[config.mk]
export PLATFORM = sky130hd
export DESIGN_NAME = rsh_sensor_cond
export DESIGN_NICKNAME = d
export VERILOG_FILES = /design/src/hw/rsh_pkg.sv /design/src/hw/rsh_period_meter.sv /design/src/hw/rsh_edge_filter.sv /design/src/hw/rsh_sensor_cond.sv
export SDC_FILE = /design/constraint.sdc
export NUM_CORES = 1
export LEC_CHECK = 0
export BUFFER_PORTS_ARGS = -buffer_cell sky130_fd_sc_hd__buf_2
export CAP_MARGIN = 20
export CORE_MARGIN = 1
export CORE_UTILIZATION = 50
export DETAILED_ROUTE_END_ITERATION = 8
export MAX_ROUTING_LAYER = met4
export PLACE_DENSITY = 0.74
export SLEW_MARGIN = 15
export SYNTH_ARGS = -nofsm -noshare
export SYNTH_HDL_FRONTEND = slang
export SYNTH_HIERARCHICAL = 1
export SYNTH_SLANG_ARGS = --single-unit
[constraint.sdc]
create_clock -name sys_clk_i -period 9.4 [get_ports sys_clk_i]
set_input_delay 1.88 -clock sys_clk_i [delete_from_list [all_inputs] [get_ports sys_clk_i]]
set_output_delay 1.88 -clock sys_clk_i [all_outputs]
set_load 0.05 [all_outputs]
[src/hw/rsh_pkg.sv]
// Shared constants for the reluctance sensor hysteresis and filter block.
package rsh_pkg;

  // ---------------------------------------------------------------------
  // Clock and timing
  // ---------------------------------------------------------------------
  localparam int CLK_PERIOD_NS = 20;
  localparam int FILT_MIN_NS = 2500;
  localparam int FILT_START_NS = 125000;
  localparam int PERIOD_MIN_NS = 80000;
  localparam int PERIOD_SAT_NS = 4000000;
  localparam int FILT_MIN_CYC = FILT_MIN_NS / CLK_PERIOD_NS;
  localparam int FILT_START_CYC = FILT_START_NS / CLK_PERIOD_NS;
  localparam int PERIOD_MIN_CYC = PERIOD_MIN_NS / CLK_PERIOD_NS;
  localparam int PERIOD_SAT_CYC = PERIOD_SAT_NS / CLK_PERIOD_NS;
  localparam int FILT_DIV_SHIFT = 5;
  localparam int CNT_W = 18;

  // ---------------------------------------------------------------------
  // Hysteresis levels, HI1 to HI5 coded 0 to 4
  // ---------------------------------------------------------------------
  localparam logic [2:0] HYST_LVL_1 = 3'h0;
  localparam logic [2:0] HYST_LVL_3 = 3'h2;
  localparam logic [2:0] HYST_LVL_5 = 3'h4;
  localparam int PEAK_THR_N = 4;

  // ---------------------------------------------------------------------
  // Register offsets
  // ---------------------------------------------------------------------
  localparam int ADDR_W = 8;
  localparam logic [7:0] ADDR_CFG = 8'h00;
  localparam logic [7:0] ADDR_STATUS = 8'h04;
  localparam logic [7:0] ADDR_PERIOD = 8'h08;
  localparam logic [7:0] ADDR_FILTER = 8'h0C;

  // ---------------------------------------------------------------------
  // Configuration register fields
  // ---------------------------------------------------------------------
  localparam int CFG_W = 10;
  localparam logic [9:0] CFG_RESET = 10'h000;
  localparam int CFG_ARCH_SELECT = 0;
  localparam int CFG_HYST_ADAPT = 1;
  localparam int CFG_FILTER_EN = 2;
  localparam int CFG_HYST_LSB = 3;
  localparam int CFG_HYST_MSB = 5;
  localparam int CFG_PEAK_FB = 6;
  localparam int CFG_FE_FILTER = 7;
  localparam int CFG_SECOND_EDGE = 8;
  localparam int CFG_MIN_FORCE = 9;

  // ---------------------------------------------------------------------
  // Status register fields
  // ---------------------------------------------------------------------
  localparam int ST_PULSE = 0;
  localparam int ST_HYST_ON = 1;
  localparam int ST_LVL_LSB = 2;
  localparam int ST_LVL_MSB = 4;
  localparam int ST_COMP = 5;
  localparam int ST_PEAK_LSB = 6;
  localparam int ST_PEAK_MSB = 8;
  localparam int ST_PEAK_VALID = 9;

endpackage : rsh_pkg

[src/hw/rsh_period_meter.sv]
// Period meter counting clock cycles between rising output edges.
`timescale 1ns/10ps

module rsh_period_meter #(
  parameter int CNT_W = rsh_pkg::CNT_W,
  parameter int SAT_CYC = rsh_pkg::PERIOD_SAT_CYC
) (
  input wire logic sys_clk_i,
  input wire logic sys_rst_i,
  input wire logic rise_i,
  output logic [CNT_W-1:0] period_o,
  output logic valid_o
);

  logic [CNT_W-1:0] cnt;
  logic [CNT_W-1:0] next_cnt;
  logic armed;
  logic next_armed;
  logic [CNT_W-1:0] next_period;
  logic next_valid;

  // The first edge only arms the meter; saturation caps very slow wheels.
  always_comb begin
    next_cnt = cnt;
    next_armed = armed;
    next_period = period_o;
    next_valid = 1'b0;
    if (rise_i) begin
      next_cnt = CNT_W'(1);
      next_armed = 1'b1;
      if (armed) begin
        next_period = cnt;
        next_valid = 1'b1;
      end
    end else if (cnt < CNT_W'(SAT_CYC)) begin
      next_cnt = cnt + CNT_W'(1);
    end
  end

  always_ff @(posedge sys_clk_i or posedge sys_rst_i) begin
    if (sys_rst_i) begin
      cnt <= '0;
      armed <= 1'b0;
      period_o <= '0;
      valid_o <= 1'b0;
    end else begin
      cnt <= next_cnt;
      armed <= next_armed;
      period_o <= next_period;
      valid_o <= next_valid;
    end
  end

endmodule : rsh_period_meter

[src/hw/rsh_edge_filter.sv]
// Edge filter shaping the comparator output into the sensor pulse.
`timescale 1ns/10ps

module rsh_edge_filter #(
  parameter int CNT_W = rsh_pkg::CNT_W
) (
  input wire logic sys_clk_i,
  input wire logic sys_rst_i,
  input wire logic raw_i,
  input wire logic en_i,
  input wire logic fe_stable_i,
  input wire logic [CNT_W-1:0] filt_cyc_i,
  output logic out_o
);

  typedef enum logic [1:0] {ST_LOW, ST_HIGH, ST_BLANK} rsh_filt_state_t;

  rsh_filt_state_t state;
  rsh_filt_state_t next_state;
  logic [CNT_W-1:0] cnt;
  logic [CNT_W-1:0] next_cnt;
  logic [CNT_W-1:0] cnt_inc;

  assign cnt_inc = cnt + CNT_W'(1);

  always_comb begin
    next_state = state;
    next_cnt = cnt;
    if (!en_i) begin
      next_state = raw_i ? ST_HIGH : ST_LOW;
      next_cnt = '0;
    end else begin
      unique case (state)
        ST_LOW: begin
          // Rise only once the input has stayed high beyond the filter time.
          if (!raw_i) begin
            next_cnt = '0;
          end else if (cnt >= filt_cyc_i) begin
            next_state = ST_HIGH;
            next_cnt = '0;
          end else begin
            next_cnt = cnt_inc;
          end
        end
        ST_HIGH: begin
          if (fe_stable_i) begin
            if (raw_i) begin
              next_cnt = '0;
            end else if (cnt_inc >= filt_cyc_i) begin
              next_state = ST_LOW;
              next_cnt = '0;
            end else begin
              next_cnt = cnt_inc;
            end
          end else if (!raw_i) begin
            next_state = ST_BLANK;
            next_cnt = '0;
          end
        end
        ST_BLANK: begin
          // Input is ignored until the blanking time has run out.
          if (cnt_inc >= filt_cyc_i) begin
            next_state = ST_LOW;
            next_cnt = '0;
          end else begin
            next_cnt = cnt_inc;
          end
        end
      endcase
    end
  end

  always_ff @(posedge sys_clk_i or posedge sys_rst_i) begin
    if (sys_rst_i) begin
      state <= ST_LOW;
      cnt <= '0;
    end else begin
      state <= next_state;
      cnt <= next_cnt;
    end
  end

  assign out_o = (state == ST_HIGH);

endmodule : rsh_edge_filter

[src/hw/rsh_sensor_cond.sv]
// Digital conditioning behind the reluctance sensor zero-crossing comparator.
//
// Behaviour
// - Architecture select 1 picks architecture A, 0 picks architecture B.
// - Manual mode applies the programmed 3-bit level, codes above 4 as HI5, and holds it.
// - A adaptive mode sorts the input peak into five ranges by four thresholds.
// - Peak range below first threshold maps to HI1, above fourth to HI5.
// - A adaptive mode starts with HI3 after reset.
// - Peak logic follows the output before or after the filter, as selected.
// - Peak captured while the output is high sets the next level.
// - Hysteresis current on while output is low, off from its rising edge.
// - A filter time is the previous output period divided by 32.
// - A filter time clamps to 2.5 us below 80 us, starts at 125 us max.
// - Output rises only after input stays high longer than the filter time.
// - Falling filter bit 1 lowers output after input stays low filter time.
// - Falling filter bit 0 lowers output at once, then blanks filter time.
// - B manual new level applies after the second output falling edge.
// - Architecture B starts with HI1 after reset.
// - B limited-adaptive applies the larger of programmed and peak levels.
// - Limited-adaptive level applies after first fall, or second if bit set.
// - B minimum-force bit drives hysteresis to its lowest level.
// - B filter is fixed 2.5 us on both edges, 125 us after reset.
// - Architecture B offers the same two falling-edge strategies.
//
// The strobed register port and the register addresses were left to the implementer.
`timescale 1ns/10ps

module rsh_sensor_cond #(
  parameter int CNT_W = rsh_pkg::CNT_W,
  parameter int FILT_START_CYC = rsh_pkg::FILT_START_CYC,
  parameter int PERIOD_SAT_CYC = rsh_pkg::PERIOD_SAT_CYC
) (
  input wire logic sys_clk_i,
  input wire logic sys_rst_i,
  input wire logic [rsh_pkg::ADDR_W-1:0] addr_i,
  input wire logic [31:0] wdata_i,
  input wire logic wr_i,
  input wire logic rd_i,
  output logic [31:0] rdata_o,
  input wire logic comp_i,
  input wire logic [rsh_pkg::PEAK_THR_N-1:0] peak_thr_i,
  output logic sensor_pulse_out_o,
  output logic hyst_on_o,
  output logic [2:0] hyst_level_o
);

  // ---------------------------------------------------------------------
  // Input synchronisers
  // ---------------------------------------------------------------------
  localparam int SYNC_W = rsh_pkg::PEAK_THR_N + 1;

  logic [SYNC_W-1:0] sync_a;
  logic [SYNC_W-1:0] sync_b;
  logic comp_s;
  logic [rsh_pkg::PEAK_THR_N-1:0] thr_s;

  always_ff @(posedge sys_clk_i or posedge sys_rst_i) begin
    if (sys_rst_i) begin
      sync_a <= '0;
      sync_b <= '0;
    end else begin
      sync_a <= {peak_thr_i, comp_i};
      sync_b <= sync_a;
    end
  end

  assign comp_s = sync_b[0];
  assign thr_s = sync_b[SYNC_W-1:1];

  // ---------------------------------------------------------------------
  // Register file
  // ---------------------------------------------------------------------
  logic [rsh_pkg::CFG_W-1:0] cfg;
  logic [rsh_pkg::CFG_W-1:0] next_cfg;
  logic [31:0] next_rdata;
  logic [31:0] status_word;
  logic [CNT_W-1:0] period;
  logic [CNT_W-1:0] filt_cyc;

  logic arch_a;
  logic hyst_adapt;
  logic filter_en;
  logic [2:0] hyst_level_field;
  logic peak_feedback_point;
  logic falling_edge_filter_sel;
  logic second_edge_apply;
  logic min_force;

  assign arch_a = cfg[rsh_pkg::CFG_ARCH_SELECT];
  assign hyst_adapt = cfg[rsh_pkg::CFG_HYST_ADAPT];
  assign filter_en = cfg[rsh_pkg::CFG_FILTER_EN];
  assign hyst_level_field = cfg[rsh_pkg::CFG_HYST_MSB:rsh_pkg::CFG_HYST_LSB];
  assign peak_feedback_point = cfg[rsh_pkg::CFG_PEAK_FB];
  assign falling_edge_filter_sel = cfg[rsh_pkg::CFG_FE_FILTER];
  assign second_edge_apply = cfg[rsh_pkg::CFG_SECOND_EDGE];
  assign min_force = cfg[rsh_pkg::CFG_MIN_FORCE];

  always_comb begin
    next_cfg = cfg;
    if (wr_i && (addr_i == rsh_pkg::ADDR_CFG)) begin
      next_cfg = wdata_i[rsh_pkg::CFG_W-1:0];
    end
    next_rdata = '0;
    if (rd_i) begin
      unique case (addr_i)
        rsh_pkg::ADDR_CFG: next_rdata = {{(32 - rsh_pkg::CFG_W){1'b0}}, cfg};
        rsh_pkg::ADDR_STATUS: next_rdata = status_word;
        rsh_pkg::ADDR_PERIOD: next_rdata = {{(32 - CNT_W){1'b0}}, period};
        rsh_pkg::ADDR_FILTER: next_rdata = {{(32 - CNT_W){1'b0}}, filt_cyc};
        default: next_rdata = '0;
      endcase
    end
  end

  always_ff @(posedge sys_clk_i or posedge sys_rst_i) begin
    if (sys_rst_i) begin
      cfg <= rsh_pkg::CFG_RESET;
      rdata_o <= '0;
    end else begin
      cfg <= next_cfg;
      rdata_o <= next_rdata;
    end
  end

  // ---------------------------------------------------------------------
  // Filter and period measurement
  // ---------------------------------------------------------------------
  logic pulse;
  logic pulse_q;
  logic pulse_rise;
  logic pulse_fall;
  logic period_valid;
  logic filt_seen;
  logic next_filt_seen;
  logic [CNT_W-1:0] next_filt_cyc;
  logic [CNT_W-1:0] period_div;

  rsh_edge_filter #(
    .CNT_W(CNT_W)
  ) u_filter (
    .sys_clk_i(sys_clk_i),
    .sys_rst_i(sys_rst_i),
    .raw_i(comp_s),
    .en_i(filter_en),
    .fe_stable_i(falling_edge_filter_sel),
    .filt_cyc_i(filt_cyc),
    .out_o(pulse)
  );

  rsh_period_meter #(
    .CNT_W(CNT_W),
    .SAT_CYC(PERIOD_SAT_CYC)
  ) u_meter (
    .sys_clk_i(sys_clk_i),
    .sys_rst_i(sys_rst_i),
    .rise_i(pulse_rise),
    .period_o(period),
    .valid_o(period_valid)
  );

  assign pulse_rise = pulse && !pulse_q;
  assign pulse_fall = !pulse && pulse_q;
  assign period_div = period >> rsh_pkg::FILT_DIV_SHIFT;

  // Filter time holds its start value until the first period is measured.
  always_comb begin
    next_filt_cyc = filt_cyc;
    next_filt_seen = filt_seen;
    if (period_valid) begin
      next_filt_seen = 1'b1;
      if (!arch_a) begin
        next_filt_cyc = CNT_W'(rsh_pkg::FILT_MIN_CYC);
      end else if (period < CNT_W'(rsh_pkg::PERIOD_MIN_CYC)) begin
        next_filt_cyc = CNT_W'(rsh_pkg::FILT_MIN_CYC);
      end else if (period_div > CNT_W'(FILT_START_CYC)) begin
        next_filt_cyc = CNT_W'(FILT_START_CYC);
      end else begin
        next_filt_cyc = period_div;
      end
    end
  end

  always_ff @(posedge sys_clk_i or posedge sys_rst_i) begin
    if (sys_rst_i) begin
      filt_cyc <= CNT_W'(FILT_START_CYC);
      filt_seen <= 1'b0;
      pulse_q <= 1'b0;
    end else begin
      filt_cyc <= next_filt_cyc;
      filt_seen <= next_filt_seen;
      pulse_q <= pulse;
    end
  end

  // ---------------------------------------------------------------------
  // Peak detector
  // ---------------------------------------------------------------------
  logic peak_src;
  logic peak_src_q;
  logic [2:0] peak_now;
  logic [2:0] peak_max;
  logic [2:0] next_peak_max;
  logic [2:0] peak_lvl;
  logic [2:0] next_peak_lvl;
  logic peak_valid;
  logic next_peak_valid;

  // Thresholds rise in order, so the count of those exceeded is the range.
  always_comb begin
    peak_now = '0;
    for (int i = 0; i < rsh_pkg::PEAK_THR_N; i++) begin
      peak_now = peak_now + 3'(thr_s[i]);
    end
  end

  assign peak_src = peak_feedback_point ? pulse : comp_s;

  always_comb begin
    next_peak_max = peak_max;
    next_peak_lvl = peak_lvl;
    next_peak_valid = peak_valid;
    if (peak_src) begin
      if (peak_now > peak_max) begin
        next_peak_max = peak_now;
      end
    end else if (peak_src_q) begin
      next_peak_lvl = peak_max;
      next_peak_valid = 1'b1;
      next_peak_max = '0;
    end
  end

  always_ff @(posedge sys_clk_i or posedge sys_rst_i) begin
    if (sys_rst_i) begin
      peak_src_q <= 1'b0;
      peak_max <= '0;
      peak_lvl <= '0;
      peak_valid <= 1'b0;
    end else begin
      peak_src_q <= peak_src;
      peak_max <= next_peak_max;
      peak_lvl <= next_peak_lvl;
      peak_valid <= next_peak_valid;
    end
  end

  // ---------------------------------------------------------------------
  // Hysteresis level selection
  // ---------------------------------------------------------------------
  logic [2:0] lvl;
  logic [2:0] next_lvl;
  logic [1:0] pend;
  logic [1:0] next_pend;
  logic [2:0] field_lvl;
  logic [2:0] target;
  logic [2:0] peak_b;
  logic [1:0] need;

  assign field_lvl = (hyst_level_field > rsh_pkg::HYST_LVL_5) ?
                     rsh_pkg::HYST_LVL_5 : hyst_level_field;
  assign peak_b = peak_valid ? peak_lvl : rsh_pkg::HYST_LVL_1;

  always_comb begin
    next_lvl = lvl;
    next_pend = pend;
    target = field_lvl;
    need = 2'd2;
    if (arch_a) begin
      next_pend = '0;
      if (min_force) begin
        target = rsh_pkg::HYST_LVL_3;
      end else if (hyst_adapt) begin
        target = peak_valid ? peak_lvl : rsh_pkg::HYST_LVL_3;
      end
      // Adaptive follows each new peak; manual waits for current off.
      if (hyst_adapt || min_force || pulse) begin
        next_lvl = target;
      end
    end else if (min_force) begin
      next_lvl = rsh_pkg::HYST_LVL_1;
      next_pend = '0;
    end else begin
      if (hyst_adapt) begin
        target = (peak_b > field_lvl) ? peak_b : field_lvl;
        need = second_edge_apply ? 2'd2 : 2'd1;
      end
      if (target == lvl) begin
        next_pend = '0;
      end else if (pulse_fall) begin
        if (pend + 2'd1 >= need) begin
          next_lvl = target;
          next_pend = '0;
        end else begin
          next_pend = pend + 2'd1;
        end
      end
    end
  end

  always_ff @(posedge sys_clk_i or posedge sys_rst_i) begin
    if (sys_rst_i) begin
      lvl <= rsh_pkg::HYST_LVL_1;
      pend <= '0;
    end else begin
      lvl <= next_lvl;
      pend <= next_pend;
    end
  end

  // ---------------------------------------------------------------------
  // Outputs and status
  // ---------------------------------------------------------------------
  assign sensor_pulse_out_o = pulse;
  assign hyst_on_o = !pulse;
  assign hyst_level_o = lvl;

  always_comb begin
    status_word = '0;
    status_word[rsh_pkg::ST_PULSE] = pulse;
    status_word[rsh_pkg::ST_HYST_ON] = !pulse;
    status_word[rsh_pkg::ST_LVL_MSB:rsh_pkg::ST_LVL_LSB] = lvl;
    status_word[rsh_pkg::ST_COMP] = comp_s;
    status_word[rsh_pkg::ST_PEAK_MSB:rsh_pkg::ST_PEAK_LSB] = peak_lvl;
    status_word[rsh_pkg::ST_PEAK_VALID] = peak_valid;
  end

endmodule : rsh_sensor_cond

## After elaboration in Yosys (flattened, before gate mapping)

Cells that the tools add are included.

- Register bits after elaboration: 142
- Input port bits: 49
- Logic and storage cells: 120

- $add $sub $neg: 6
- Order comparisons: 9
- Equality and inequality tests: 13
- Mux-type cells: 54
- Bitwise gates (word level): 1
- Reduce and logical (&&, ||, !) cells: 19

Operators by type and width:

| operator | count |
|---|---|
| 18-bit 2-to-1 mux | 10 |
| 18-bit case mux with 4 select lines | 1 |
| 3-bit 2-to-1 mux | 18 |
| 18-bit case mux with 3 select lines | 1 |
| 13-bit 2-to-1 mux | 3 |
| 18-bit by 1-bit adder with 18-bit output (second input constant) | 2 |
| 18-bit greater-or-equal comparator | 2 |
| 2-bit 2-to-1 mux | 16 |
| 18-bit by 12-bit < comparator with 1-bit output (second input constant) | 1 |
| 18-bit < comparator (second input constant) | 1 |
| 8-bit by 4-bit == test with 1-bit output (second input constant) | 2 |
| 13-bit greater-than comparator (second input constant) | 1 |
| 3-bit != test (second input constant) | 3 |
| 8-bit by 3-bit == test with 1-bit output (second input constant) | 1 |
| 8-bit zero test | 1 |
| 3-bit greater-than comparator | 2 |
| 2-bit case mux with 3 select lines | 1 |
| 2-bit AND reduction | 3 |
| 3-bit nonzero test | 2 |
| 1-bit 2-to-1 mux | 4 |
| 2-bit by 1-bit != test with 1-bit output (second input constant) | 2 |
| 4-bit != test (second input constant) | 1 |
| 4-bit AND reduction | 1 |
| 2-bit nonzero test | 2 |
| other kinds (17) | 21 |

## Logic depth before layout (Yosys ltp)

- Depth in word-level cells: 12
- Gate-level depth with buffers: 17
- Mapped depth without buffers: 15

## Modules after synthesis

The synthesis kept the hierarchy.

By module, submodules not included:

| module | times used | cells an instance | area each (sq um) | seq. area each (sq um) |
|---|---|---|---|---|
| rsh_sensor_cond | 1 | 301 | 3211.8 | 1634.1 |
| rsh_edge_filter | 1 | 255 | 2194.6 | 500.5 |
| rsh_period_meter | 1 | 167 | 1850.5 | 950.9 |

## Least setup slack after synthesis

Ideal clock, no wire load.

- Path kind: register to output
- From: register u_filter.state[1]
- To: output port hyst_on_o
- Arrival: 1507 ps
- Data required time: 7520 ps
- Slack: 6013 ps
- Stages on the path, launching flop included: 4
- Cell sequence: dfrtp_1 -> inv_1 -> ha_1 -> inv_1

- Word-level cells in the longest chain between the ends: 2

RTL lines:

| element | RTL line | source |
|---|---|---|
| start: declaration | rsh_edge_filter.sv:18 | `rsh_filt_state_t state;` |
| start signal: assignment | rsh_edge_filter.sv:78 | `state <= next_state;` |
| 2-bit by 1-bit == test with 1-bit output | rsh_edge_filter.sv:83 | `assign out_o = (state == ST_HIGH);` |
| named net sensor_pulse_out_o | rsh_sensor_cond.sv:42 | `output logic sensor_pulse_out_o,` |
| 1-bit zero test | rsh_sensor_cond.sv:314 | `assign hyst_on_o = !pulse;` |
| end: declaration | rsh_sensor_cond.sv:43 | `output logic hyst_on_o,` |

The timed path passes the listed nets, and every way through them passes these cells.

## Worst setup path after layout

- From: register u_filter.cnt[1]
- To: register u_filter.cnt[0]

- Word-level cells in the longest chain between the ends: 7

RTL lines:

| element | RTL line | source |
|---|---|---|
| start: declaration | rsh_edge_filter.sv:20 | `logic [CNT_W-1:0] cnt;` |
| start signal: assignment | rsh_edge_filter.sv:79 | `cnt <= next_cnt;` |
| 18-bit by 1-bit adder with 18-bit output | rsh_edge_filter.sv:24 | `assign cnt_inc = cnt + CNT_W'(1);` |
| 18-bit greater-or-equal comparator | rsh_edge_filter.sv:49, rsh_edge_filter.sv:62 |  |
| 18-bit 2-to-1 mux | rsh_edge_filter.sv:49, rsh_edge_filter.sv:62 |  |
| 18-bit 2-to-1 mux | rsh_edge_filter.sv:47 | `if (raw_i) begin` |
| 18-bit 2-to-1 mux | rsh_edge_filter.sv:46 | `if (fe_stable_i) begin` |
| 18-bit case mux with 3 select lines * | rsh_edge_filter.sv:33 | `unique case (state)` |
| 18-bit 2-to-1 mux * | rsh_edge_filter.sv:29 | `if (!en_i) begin` |

Mark *: on every way between the ends. The rest lies on a longest branch, timed or not.
A chain may end at the register's enable or synchronous reset.

==> flow_metrics.py <==
metrics = {
    "run_status": {
        "status": "complete, no violations",
    },
    "floorplan": {
        "die-area_sq_um": 15000,
        "die_h_microns": 122,
        "io_pins": 86,
        "core_sq_um": 14000,
        "dieWidth_microns": 122,
        "placement_rows": 43,
        "start_util_pct": 51.7,
    },
    "timing": {
        "setup_viol": 0,
        "finalCritPeriodShare_pct": 41.3,
        "finClkSkew_ns": 0.0102,
        "hold_violations": 0,
        "fin_crit_ns": 3.88,
        "tightest_slew_ns": 0.834,
        "rsz0062_at_grt": "no",
        "fin_setup_tns_ns": 0,
        "max_freq_mhz": 257,
        "finalMaxSlewViolations": 0,
        "relSlewSlack_pct": 44.4,
    },
    "synth": {
        "synth_top_area_share_pct": 40.3,
        "synthesis.area_sq_um": 7260,
        "synth_top_area_cell": "dfrtp_1",
        "yosys_warnings": 6,
        "synthCells": 723,
        "synth_edf_count": 0,
        "avgSynthCellArea_sq_um": 10.0,
        "synth.distinct_cells": 81,
        "yosysMostFrequentCell": "dfrtp_1",
        "synth.top_cells.by_count": "dfrtp_1 (117), nand2_1 (62), ha_1 (51)",
        "synth.area.top_cells": "dfrtp_1 (40%), ha_1 (8.8%), mux2_2 (6.2%)",
        "ys.flop_type": "dfrtp_1",
        "synth_seq_area_share_pct": 42.5,
        "synthArstFlopShare_pct": 100,
        "synth-seq-cells": 123,
    },
    "global_route": {
        "grtUsageTotal_pct": 24.7,
        "antenna_found_initial": 1,
        "grt_pass1_wl_mm": 27.5,
        "grt_pass1_vias": 5543,
        "grt_start_max_net_pins": 66,
        "grt-ovfl-total": 0,
    },
    "setup_path": {
        "path_max_fanout": 17,
        "endpoint_kind": "register",
        "required_ns": 9.71,
        "worstSetupPathType": "register to register",
        "startpoint_type": "register",
        "worstPathArrival_ns": 4.19,
    },
    "final_layout": {
        "fin_nets": 879,
        "area_delta_synth_final_pct": 13.2,
        "fin_area_sq_um": 8210,
        "drive_above_1_share_pct": 21.0,
    },
    "clocking": {
        "cts_setup_buffers": 0,
        "clk_latency_ns": 0.43,
        "cts.sinks": 123,
        "holdBufCountCts": 0,
        "ctsResizeCount": 0,
        "ctsRootBufferMaster": "clkbuf_16",
        "clkTransAtPathRegs_ns": 0.06,
        "clockBufferDepth": 2,
        "htree_num_levels": 4,
        "cts_buffers": 17,
        "cts_tree": "done",
    },
    "routing": {
        "drt-initial-drc-count": 397,
        "avgViaCountPerCell": 5.86,
        "firstDrtPassIters": 5,
        "avgRoutedWirePerCell_microns": 17.2,
        "dr_total_vias": 5696,
        "ant_nets": 0,
        "finalWirelength_mm": 16.7,
        "drc": 0,
    },
    "power": {
        "p_leak_nw": 3.94,
        "power_density_nw_per_um2": 184,
        "ir_drop_mv": 0.125,
        "totalPowerFinal_w": 0.00151,
    },
    "placed_design": {
        "portBuffers": 49,
        "dp_hpwl_mm": 12.1,
        "post_dp_cell_area_sq_um": 7610,
        "place.gp.congestion": 0.948,
    },
    "hold_path": {
        "hold_path.class": "register to register",
    },
    "job": {
        "cap_violations": 0,
    },
}
cell type report:
| cell class | instances | area [sq um] |
|---|---|---|
| multi-input combinational | 538 | 3850 |
| sequential | 123 | 3090 |
| inverter | 45 | 169 |
| clock buffer | 17 | 425 |
| clock inverter | 15 | 178 |
| antenna | 1 | 2.50 |
| fill | 1128 | 5830 |
| tap | 180 | 225 |
| timing repair buffer | 53 | 275 |
cell usage in the layout, fill, tap and decap left out, types with 10 or more instances in the layout:
| cell type | instances |
|---|---|
| a22o_1 | 13 |
| mux2_2 | 40 |
| a21oi_1 | 32 |
| buf_2 | 49 |
| nand2_1 | 62 |
| a22oi_1 | 23 |
| conb_1 | 19 |
| and3_1 | 13 |
| clkbuf_16 | 17 |
| nand3_1 | 31 |
| dfrtp_1 | 117 |
| nor2_1 | 46 |
| inv_1 | 43 |
| nor2b_1 | 19 |
| o21ai_0 | 33 |
| a211oi_1 | 10 |
| ha_1 | 51 |
metrics by stage:
stage	std cells	hold slack [ns]	setup WS [ns]	util (%)
3_3_place_gp	939	0.334	5.62	54.2
5_1_grt	972	0.360	5.22	58.5
2_1_floorplan	741	0.331	5.90	-
4_1_cts	971	0.350	5.54	58.5
6_report	972	0.348	5.52	58.5
3_5_place_dp	939	0.336	5.56	54.2
registers in the layout, indices dropped and copies added (netlist names):
register / cells
pend: 2
peak_src_q: 1
sync_a: 5
peak_max: 3
hyst_level_o: 3
cfg: 10
u_filter/state: 2
peak_valid: 1
u_meter/period_o: 18
filt_cyc: 13
peak_lvl: 3
pulse_q: 1
sync_b: 5
rdata_o: 18
u_meter/armed: 1
u_meter/cnt: 18
u_filter/cnt: 18
u_meter/valid_o: 1
path summary, 6_finish.rpt:
kind,startpoint,end,slack [ns],depth (start not counted)
worst max-delay path,u_filter/cnt[1]$_DFFE_PP0P_,u_filter/cnt[0]$_DFFE_PP0P_,5.52,15
worst min-delay path,sync_a[0]$_DFF_PP0_,sync_b[0]$_DFF_PP0_,0.35,0
worst max register to register,u_filter/cnt[1]$_DFFE_PP0P_,u_filter/cnt[0]$_DFFE_PP0P_,5.52,15
worst min register to register,sync_a[0]$_DFF_PP0_,sync_b[0]$_DFF_PP0_,0.35,0
max in group asynchronous,sys_rst_i,cfg[4]$_DFFE_PP0P_,7.12,3
min in group asynchronous,sys_rst_i,u_meter/period_o[10]$_DFFE_PP0P_,1.60,3
where the power goes:
group          internal, W  switching, W  leakage (nW)
Sequential        0.000566     0.0000483          1.62
Combinational    0.0000854      0.000141          2.03
Clock             0.000400      0.000272         0.294
cell families after synthesis:
kind of cell | synth area share, %
compound gates | 16.2
mux | 7.26
xor+xnor | 2.16
buf+inv | 5.31
simple gates | 17.4
other cells | 0.0517
flops | 42.5
fa+ha+maj | 9.07
critical path, cell delays in order, from the launching register on:
cell and delay (ns):
dfrtp_1 0.41, ha_1 0.25, and3_1 0.21, and3_4 0.21
and3_1 0.34, nand3_4 0.14, xnor2_1 0.15, ha_1 0.31
and4_1 0.20, o2111ai_1 0.13, a311o_1 0.33, o211a_1 0.18
a2bb2oi_2 0.16, o31a_4 0.26, nor2_2 0.15, mux2_2 0.32
layer usage:
layer | global-route usage, % | wire, microns | share of wire, % | up-vias
li1 | - | - | - | 2673
met1 | 30.8 | 7390 | 44 | 2824
met2 | 39.0 | 7990 | 48 | 167
met3 | 5.34 | 895 | 5.4 | 32
met4 | 10.1 | 401 | 2.4 | 0
met5 | - | 0 | 0 | -
Power figures use the tool's default switching activity.
